### src/hdl/cfgl_pkg.sv
package cfgl_pkg;

    // ==================================================================
    // Configuration byte map
    // ==================================================================
    // Width of each configuration byte.
    localparam int CFGL_BYTE_W = 8;
    // Index of the power-up option byte in the non-volatile store.
    localparam logic [0:0] CFGL_IDX_OPTION = 1'h0;
    // Index of the security lock byte in the non-volatile store.
    localparam logic [0:0] CFGL_IDX_LOCK = 1'h1;
    // External-data addresses where the CPU reads the bytes back.
    localparam logic [15:0] CFGL_XADDR_OPTION = 16'hFF00;
    localparam logic [15:0] CFGL_XADDR_LOCK = 16'hFF01;

    // Field positions in the power-up option byte.
    localparam int CFGL_BIT_WDT_CLK = 7;
    localparam int CFGL_BIT_RST_DIS = 6;
    localparam int CFGL_BIT_PORT_LVL = 5;
    localparam int CFGL_BIT_BOD_SEL = 4;
    localparam int CFGL_BIT_FILT_EN = 2;
    localparam int CFGL_BIT_OSC_HI = 1;
    localparam int CFGL_BIT_OSC_LO = 0;

    // Field positions in the security lock byte.
    localparam int CFGL_BIT_PROG_LOCK = 7;
    localparam int CFGL_BIT_DATA_LOCK = 6;

    // Value held in the shadows before capture completes (erased flash).
    localparam logic [7:0] CFGL_ERASED = 8'hFF;

    // ==================================================================
    // Enumerations
    // ==================================================================
    // Oscillator source codes.
    typedef enum logic [1:0] {
        CFGL_OSC_XTAL_HI = 2'b00,
        CFGL_OSC_RC455 = 2'b01,
        CFGL_OSC_XTAL_LO = 2'b10,
        CFGL_OSC_EXT = 2'b11
    } cfgl_osc_t;

    // Programmer command codes.
    typedef enum logic [2:0] {
        CFGL_CMD_READ = 3'b000,
        CFGL_CMD_PROG = 3'b001,
        CFGL_CMD_PAGE_ERASE = 3'b010,
        CFGL_CMD_BANK_ERASE = 3'b011,
        CFGL_CMD_IDLE = 3'b111
    } cfgl_cmd_t;

    // Programmer target areas.
    typedef enum logic [1:0] {
        CFGL_AREA_PROG = 2'b00,
        CFGL_AREA_DATA = 2'b01,
        CFGL_AREA_CFG = 2'b10,
        CFGL_AREA_NONE = 2'b11
    } cfgl_area_t;

    // Loader states.
    typedef enum logic [1:0] {
        CFGL_ST_RD_OPT = 2'b00,
        CFGL_ST_RD_LCK = 2'b01,
        CFGL_ST_DONE = 2'b10
    } cfgl_state_t;

    // ==================================================================
    // Carriers
    // ==================================================================
    // Decoded option settings handed to the rest of the chip.
    typedef struct packed {
        logic watchdog_clock_select;
        logic reset_pin_disable;
        logic port_reset_level;
        logic brownout_threshold_select;
        logic clock_filter_enable;
        cfgl_osc_t osc_type;
    } cfgl_opts_t;

    // Programmer request.
    typedef struct packed {
        cfgl_cmd_t cmd;
        cfgl_area_t area;
    } cfgl_req_t;

    // Access permissions per kind of operation.
    typedef struct packed {
        logic prog_read;
        logic prog_write;
        logic data_read;
        logic data_write;
        logic cfg_access;
        logic bank_erase;
    } cfgl_perm_t;

endpackage : cfgl_pkg

### src/hdl/cfgl_top.sv
`timescale 1ns/1ns
// Function
// - Capture two bytes at power-up, then freeze
// - CPU reads both bytes at external addresses
// - Bit 7 picks watchdog clock: RC or CPU
// - Bit 6 disables reset pin function
// - Bit 5 sets port reset level
// - Bit 4 picks brownout threshold
// - Bit 2 enables input clock filter
// - Bits 1:0 pick CPU oscillator type
// - Program lock zero refuses program and config
// - Data lock zero refuses data, config and program
// - Both unlocked: erase, program, read allowed
// - Program locked only: data open, bank erase refused
// - Both locked: refuse all reads
module cfgl_top (
    clk,
    rst,
    ce,
    nv_rd_en,
    nv_rd_idx,
    nv_rd_data,
    cpu_rd,
    cpu_addr,
    cpu_rdata_r,
    cpu_hit_r,
    cfg_r,
    cfg_valid_r,
    core_rst_r,
    pgm_req_valid,
    pgm_req,
    pgm_grant_r,
    pgm_refuse_r,
    perm_r
);
    import cfgl_pkg::*;

    input wire logic clk; // System clock.
    input wire logic rst; // Power-up reset.
    input wire logic ce; // Clock enable.
    output logic nv_rd_en; // Store read strobe.
    output logic [0:0] nv_rd_idx; // Store byte index.
    input wire logic [7:0] nv_rd_data; // Store read data.
    input wire logic cpu_rd; // External-data read strobe.
    input wire logic [15:0] cpu_addr; // External-data address.
    output logic [7:0] cpu_rdata_r; // Read data.
    output logic cpu_hit_r; // Address matched a byte.
    output cfgl_opts_t cfg_r; // Decoded options.
    output logic cfg_valid_r; // Options valid.
    output logic core_rst_r; // Held until capture completes.
    input wire logic pgm_req_valid; // Programmer request strobe.
    input wire cfgl_req_t pgm_req; // Programmer request.
    output logic pgm_grant_r; // Request accepted.
    output logic pgm_refuse_r; // Request refused.
    output cfgl_perm_t perm_r; // Current permissions.

    // ==================================================================
    // Internal wires
    // ==================================================================
    logic [7:0] option_byte; // Captured option shadow.
    logic [7:0] lock_byte; // Captured lock shadow.
    logic load_done; // Capture finished.
    logic nv_en_w; // Loader read strobe.
    logic [0:0] nv_idx_w; // Loader read index.
    cfgl_perm_t perm_w; // Permissions from the lock byte.
    logic allow_w; // Current request is allowed.

    // ==================================================================
    // Capture
    // ==================================================================
    // The loader reads the store straight after reset; its strobes are
    // combinational, so they are retimed here to keep outputs registered.
    cfgl_loader u_loader (
        .clk(clk),
        .rst(rst),
        .ce(ce),
        .nv_rd_en(nv_en_w),
        .nv_rd_idx(nv_idx_w),
        .nv_rd_data(nv_rd_data),
        .option_r(option_byte),
        .lock_r(lock_byte),
        .done_r(load_done)
    );

    // Read strobe mirrors, registered for the output rule.
    always_ff @(posedge clk or posedge rst) begin
        if (rst) begin
            nv_rd_en <= 1'b0;
            nv_rd_idx <= CFGL_IDX_OPTION;
        end else if (ce) begin
            nv_rd_en <= nv_en_w;
            nv_rd_idx <= nv_idx_w;
        end
    end

    // Permission decode.
    cfgl_lock_policy u_policy (
        .lock_byte(lock_byte),
        .perm(perm_w)
    );

    // ==================================================================
    // Core reset and option outputs
    // ==================================================================
    // The core is held in reset until both shadows are loaded, so no
    // instruction can run on erased defaults.
    always_ff @(posedge clk or posedge rst) begin
        if (rst) begin
            core_rst_r <= 1'b1;
            cfg_valid_r <= 1'b0;
            cfg_r <= '0;
        end else if (ce) begin
            core_rst_r <= !load_done;
            cfg_valid_r <= load_done;
            // Options come only from the frozen shadows; no CPU write path.
            cfg_r.watchdog_clock_select <= option_byte[CFGL_BIT_WDT_CLK];
            cfg_r.reset_pin_disable <= option_byte[CFGL_BIT_RST_DIS];
            cfg_r.port_reset_level <= option_byte[CFGL_BIT_PORT_LVL];
            cfg_r.brownout_threshold_select <= option_byte[CFGL_BIT_BOD_SEL];
            cfg_r.clock_filter_enable <= option_byte[CFGL_BIT_FILT_EN];
            cfg_r.osc_type <= cfgl_osc_t'({option_byte[CFGL_BIT_OSC_HI],
                                           option_byte[CFGL_BIT_OSC_LO]});
        end
    end

    // ==================================================================
    // CPU read-back
    // ==================================================================
    // Read-only: writes to these addresses are simply not decoded.
    always_ff @(posedge clk or posedge rst) begin
        if (rst) begin
            cpu_rdata_r <= '0;
            cpu_hit_r <= 1'b0;
        end else if (ce) begin
            if (cpu_rd && cpu_addr == CFGL_XADDR_OPTION) begin
                cpu_rdata_r <= option_byte;
                cpu_hit_r <= 1'b1;
            end else if (cpu_rd && cpu_addr == CFGL_XADDR_LOCK) begin
                cpu_rdata_r <= lock_byte;
                cpu_hit_r <= 1'b1;
            end else begin
                cpu_rdata_r <= '0;
                cpu_hit_r <= 1'b0;
            end
        end
    end

    // ==================================================================
    // Programmer access gate
    // ==================================================================
    // Pick the permission that matches the command and target area.
    always_comb begin
        allow_w = 1'b0;
        case (pgm_req.cmd)
            CFGL_CMD_READ: begin
                case (pgm_req.area)
                    CFGL_AREA_PROG: allow_w = perm_w.prog_read;
                    CFGL_AREA_DATA: allow_w = perm_w.data_read;
                    CFGL_AREA_CFG: allow_w = perm_w.cfg_access;
                    default: allow_w = 1'b0;
                endcase
            end
            CFGL_CMD_PROG, CFGL_CMD_PAGE_ERASE: begin
                case (pgm_req.area)
                    CFGL_AREA_PROG: allow_w = perm_w.prog_write;
                    CFGL_AREA_DATA: allow_w = perm_w.data_write;
                    CFGL_AREA_CFG: allow_w = perm_w.cfg_access;
                    default: allow_w = 1'b0;
                endcase
            end
            CFGL_CMD_BANK_ERASE: begin
                allow_w = perm_w.bank_erase;
            end
            default: begin
                allow_w = 1'b0;
            end
        endcase
        // Nothing is granted before the lock byte is known.
        allow_w = allow_w && load_done;
    end

    // Answer each request one cycle later with a grant or refuse pulse.
    always_ff @(posedge clk or posedge rst) begin
        if (rst) begin
            pgm_grant_r <= 1'b0;
            pgm_refuse_r <= 1'b0;
            perm_r <= '0;
        end else if (ce) begin
            pgm_grant_r <= pgm_req_valid && allow_w;
            pgm_refuse_r <= pgm_req_valid && !allow_w;
            perm_r <= load_done ? perm_w : '0;
        end
    end

endmodule : cfgl_top

### src/hdl/cfgl_loader.sv
`timescale 1ns/1ns
// ======================================================================
// Power-up capture of the two configuration bytes
// ======================================================================
module cfgl_loader (
    input wire logic clk,
    input wire logic rst,
    input wire logic ce,
    output logic nv_rd_en,
    output logic [0:0] nv_rd_idx,
    input wire logic [7:0] nv_rd_data,
    output logic [7:0] option_r,
    output logic [7:0] lock_r,
    output logic done_r
);
    import cfgl_pkg::*;

    // Current capture state.
    cfgl_state_t state_r;

    // ==================================================================
    // Read sequence: one byte per cycle, then hold forever.
    // ==================================================================
    // The store returns data in the same cycle the index is presented.
    always_comb begin
        nv_rd_en = (state_r != CFGL_ST_DONE);
        nv_rd_idx = (state_r == CFGL_ST_RD_LCK) ? CFGL_IDX_LOCK : CFGL_IDX_OPTION;
    end

    // State and shadow capture; nothing is written after done.
    always_ff @(posedge clk or posedge rst) begin
        if (rst) begin
            state_r <= CFGL_ST_RD_OPT;
            option_r <= CFGL_ERASED;
            lock_r <= CFGL_ERASED;
            done_r <= 1'b0;
        end else if (ce) begin
            case (state_r)
                CFGL_ST_RD_OPT: begin
                    option_r <= nv_rd_data;
                    state_r <= CFGL_ST_RD_LCK;
                end
                CFGL_ST_RD_LCK: begin
                    lock_r <= nv_rd_data;
                    state_r <= CFGL_ST_DONE;
                    done_r <= 1'b1;
                end
                default: begin
                    // Held until the next power-up reset.
                    state_r <= CFGL_ST_DONE;
                end
            endcase
        end
    end

endmodule : cfgl_loader

### src/hdl/cfgl_lock_policy.sv
`timescale 1ns/1ns
// ======================================================================
// Lock bits to access permissions
// ======================================================================
module cfgl_lock_policy (
    input wire logic [7:0] lock_byte,
    output cfgl_pkg::cfgl_perm_t perm
);
    import cfgl_pkg::*;

    // Lock bits; zero means locked.
    logic prog_open;
    logic data_open;

    // Permission table; the unsupported 1/0 code counts as fully locked.
    always_comb begin
        prog_open = lock_byte[CFGL_BIT_PROG_LOCK];
        data_open = lock_byte[CFGL_BIT_DATA_LOCK];
        perm = '0;
        if (prog_open && data_open) begin
            perm = '1;
        end else if (!prog_open && data_open) begin
            perm.data_read = 1'b1;
            perm.data_write = 1'b1;
        end else begin
            perm = '0;
        end
        // Any lock bit at zero closes the configuration bytes.
        perm.cfg_access = prog_open && data_open;
    end

endmodule : cfgl_lock_policy

### config.mk
export PLATFORM = sky130hd
export DESIGN_NAME = cfgl_top
export DESIGN_NICKNAME = d
export VERILOG_FILES = /design/src/hdl/cfgl_pkg.sv /design/src/hdl/cfgl_top.sv /design/src/hdl/cfgl_loader.sv /design/src/hdl/cfgl_lock_policy.sv
export SDC_FILE = /design/constraint.sdc
export NUM_CORES = 1
export LEC_CHECK = 0
export BUFFER_PORTS_ARGS = -buffer_cell sky130_fd_sc_hd__buf_2
export CAP_MARGIN = 25
export CORE_MARGIN = 10
export CORE_UTILIZATION = 53
export CTS_CLUSTER_SIZE = 28
export DETAILED_ROUTE_END_ITERATION = 12
export PLACE_DENSITY_LB_ADDON = 0.2
export SLEW_MARGIN = 20
export SYNTH_ARGS = -nofsm -noshare
export SYNTH_HDL_FRONTEND = slang
export SYNTH_SLANG_ARGS = --single-unit
### constraint.sdc
create_clock -name clk -period 1.75 [get_ports clk]
set_input_delay 0.175 -clock clk [delete_from_list [all_inputs] [get_ports clk]]
set_output_delay 0.175 -clock clk [all_outputs]
set_load 0.05 [all_outputs]
==> metrics.yaml <==
global_route:
  antenna_found_initial: 0
  gr-total-overflow: 0
  grt_pass1_wl_mm: 7.29
  grt_max_degree: 44
  grt_usage: 0.146
  grt_pass1_vias: 1529
route:
  via_count: 1315
  drtIter0Drc: 69
  highest_layer: "met4"
  postRouteAntennaNets: 0
  drc: 0
  met2WireLength_mm: 2.41
  wire_per_inst_um: 18.3
  drtPass1Iterations: 4
  wl_met3_um: 343
  finalWirelength_mm: 4.49
  avgViaCountPerCell: 5.37
  wl_met1_mm: 1.66
logic_synthesis:
  synth_area_leaders: "dfrtp_1 35%, dfstp_2 24%, mux2_2 14%"
  yosysMostFrequentCell: "dfrtp_1"
  avgSynthCellArea_um2: 13.9
  synth_cell_types: 32
  synth_fp_nets: 168
  synth_area_um2: 1870
  syn_inst: 134
  synthFlopType: "dfrtp_1"
  synth_top_area_cell: "dfrtp_1"
  synth_top_area_frac: 0.349
  ys_async_sr_fraction: 1.00
  ys_seq_elements: 43
  yosysWarningCount: 0
  seq_area_frac_synth: 0.588
  synth_edf_count: 0
  synth_commonest_cells: "26 x dfrtp_1, 24 x mux2_2, 17 x dfstp_2"
floorplanning:
  die_h_um: 79.3
  io-pin-count: 62
  die_area_um2: 6290
  die_w_um: 79.3
  rows: 21
  initial_core_util: 0.555
  core_area_um2: 3360
critical_path:
  critPathMaxFanout: 9
  endpoint_kind: "flop"
  crit_type: "reg -> reg"
  slowest_stage: "dfrtp_1"
  cp_cell_sequence: "nor3_4 > mux2_2"
  arrival_ns: 1.63
  crit_buf_inv: 0
  cp_data_required_time_ns: 2.02
  crit_family: "flip-flops"
  worst_setup_path_start_kind: "flop"
  slowest_delay_ns: 0.45
finish:
  num_antenna_cells: 0
  nets: 232
  fin_cells: 245
  final_core_util: 0.670
  syn_to_final_growth_pct: 20.9
  design_area_um2: 2250
  layout-drive-gt1-share: 0.583
clock_network:
  cts_sinks: 43
  post-cts-setup-buffers: 0
  clkLatencyLatePin_ns: 0.34
  hold_buffers: 1
  htreeDepth: 2
  numCtsBuffers: 5
  cts_resized: 0
  clk_path_buf_depth: 2
  path_clk_slew_ns: 0.12
  cts_root_buffer: "clkbuf_4"
  cts_tree: "yes"
timing:
  worst_slack_ns: 0.393
  fin_crit_sh: 0.775
  max_slew_margin: 0.652
  final_hold_viol_count: 0
  rsz0062_at_grt: "no"
  fin_crit_ns: 1.36
  skew_ns: 0.00834
  fmax_mhz: 737
  setup_violations: 0
  slew_violations: 0
  worst_pin_slew_ns: 0.521
  tns_ns: 0
pwr:
  power_density_nw_per_um2: 1510
  peakVddDrop_uv: 720
  p_leak_nw: 1.09
min_path:
  hold_class: "in -> reg"
placed_design:
  dp.cells: 236
  dp_slack_ns: 0.278
  place_congestion: 0.738
  hpwl_mm: 3.44
  portBuffers: 61
  place_area_um2: 2200
job:
  max_cap_violations: 0
status:
  status: "finished clean"
## final timing paths
path,start,end,slack (ns),cells after the start
max in group asynchronous,rst,u_loader.lock_r[0]$_DFFE_PP1P_,0.88,4
hold reg to reg,core_rst_r$_DFFE_PP1P_,core_rst_r$_DFFE_PP1P_,0.50,2
min in group asynchronous,rst,cpu_rdata_r[7]$_DFFE_PP0P_,0.49,4
setup reg to reg,u_loader.state_r[1]$_DFFE_PP0P_,u_loader.option_r[3]$_DFFE_PP1P_,0.39,2
hold / removal,nv_rd_data[2],u_loader.option_r[2]$_DFFE_PP1P_,0.07,2
setup / recovery,u_loader.state_r[1]$_DFFE_PP0P_,u_loader.option_r[3]$_DFFE_PP1P_,0.39,2
## kinds of logic after synthesis
group / count (synthesis) / share of synthesized area
AOI/OAI and AO/OA: 20 / 0.0852
buffers and inverters: 21 / 0.0557
DFF: 43 / 0.588
muxes: 32 / 0.188
and+or+nand+nor: 18 / 0.0832
## state kept, by name (all words and copies together), names as in the netlist
name,flops
cfg_r,7
cfg_valid_r,1
core_rst_r,1
cpu_hit_r,1
cpu_rdata_r,8
nv_rd_en,1
nv_rd_idx,1
perm_r,2
pgm_grant_r,1
pgm_refuse_r,1
u_loader.done_r,1
u_loader.lock_r,8
u_loader.option_r,8
u_loader.state_r,2
## report_power, final
group | leakage [nW] | total, mW | internal, mW | switching (mW)
registers | 0.510 | 1.69 | 1.46 | 0.229
logic | 0.557 | 1.26 | 0.434 | 0.828
clock network | 0.0265 | 0.452 | 0.161 | 0.291
total | 1.09 | 3.40 | 2.05 | 1.35
## metrics by stage
step	power, mW	hold WS, ns
floorplan	2.67	0.311
global placement	2.93	0.325
detailed placement	2.98	0.336
CTS	3.44	0.0632
global route	3.59	0.0580
finish	3.40	0.0731
## layout by cell type, fill, tap and decap left out
cell type | Yosys | layout
a21boi_0 | 1 | 1
a21o_1 | 2 | 2
a22o_1 | 1 | 1
and2_1 | 2 | 2
and3b_1 | 1 | 1
and4_1 | 1 | 1
buf_2 | 1 | 61
buf_4 | 4 | 3
clkbuf_1 | 1 | 3
clkbuf_4 | 0 | 5
dfrtp_1 | 26 | 26
dfstp_2 | 17 | 17
dlygate4sd3_1 | 0 | 1
inv_1 | 13 | 13
mux2_2 | 24 | 24
mux2i_1 | 8 | 8
nand2_1 | 4 | 4
nand2b_1 | 1 | 1
nand3_1 | 1 | 1
nand3b_2 | 1 | 1
nand4_1 | 1 | 1
nand4_2 | 1 | 1
nand4_4 | 1 | 1
nor2b_1 | 1 | 1
nor3_4 | 1 | 1
nor3b_4 | 1 | 1
nor4_1 | 1 | 1
o21ai_0 | 4 | 4
o221a_2 | 1 | 1
o22a_1 | 1 | 1
o2bb2ai_1 | 2 | 2
o32ai_1 | 8 | 8
## worst reg2reg max path: stages, from the launching register on
cell and delay (ns):
dfrtp_1 0.45, nor3_4 0.45, mux2_2 0.39
## routing by layer
layer / vias up / global-route usage
met1: 649 / 0.143
met5: - / 0
met3: 8 / 0.0631
met2: 46 / 0.264
li1: 612 / -
met4: 0 / 0.0591
## cell type report
class,instances,area [um2]
clock buffer,8,48.8
fill,289,1110
inverter,13,48.8
multi-input combinational,70,664
sequential,43,1100
tap,46,57.6
timing repair buffer,65,338
Power figures use the tool's default switching activity.
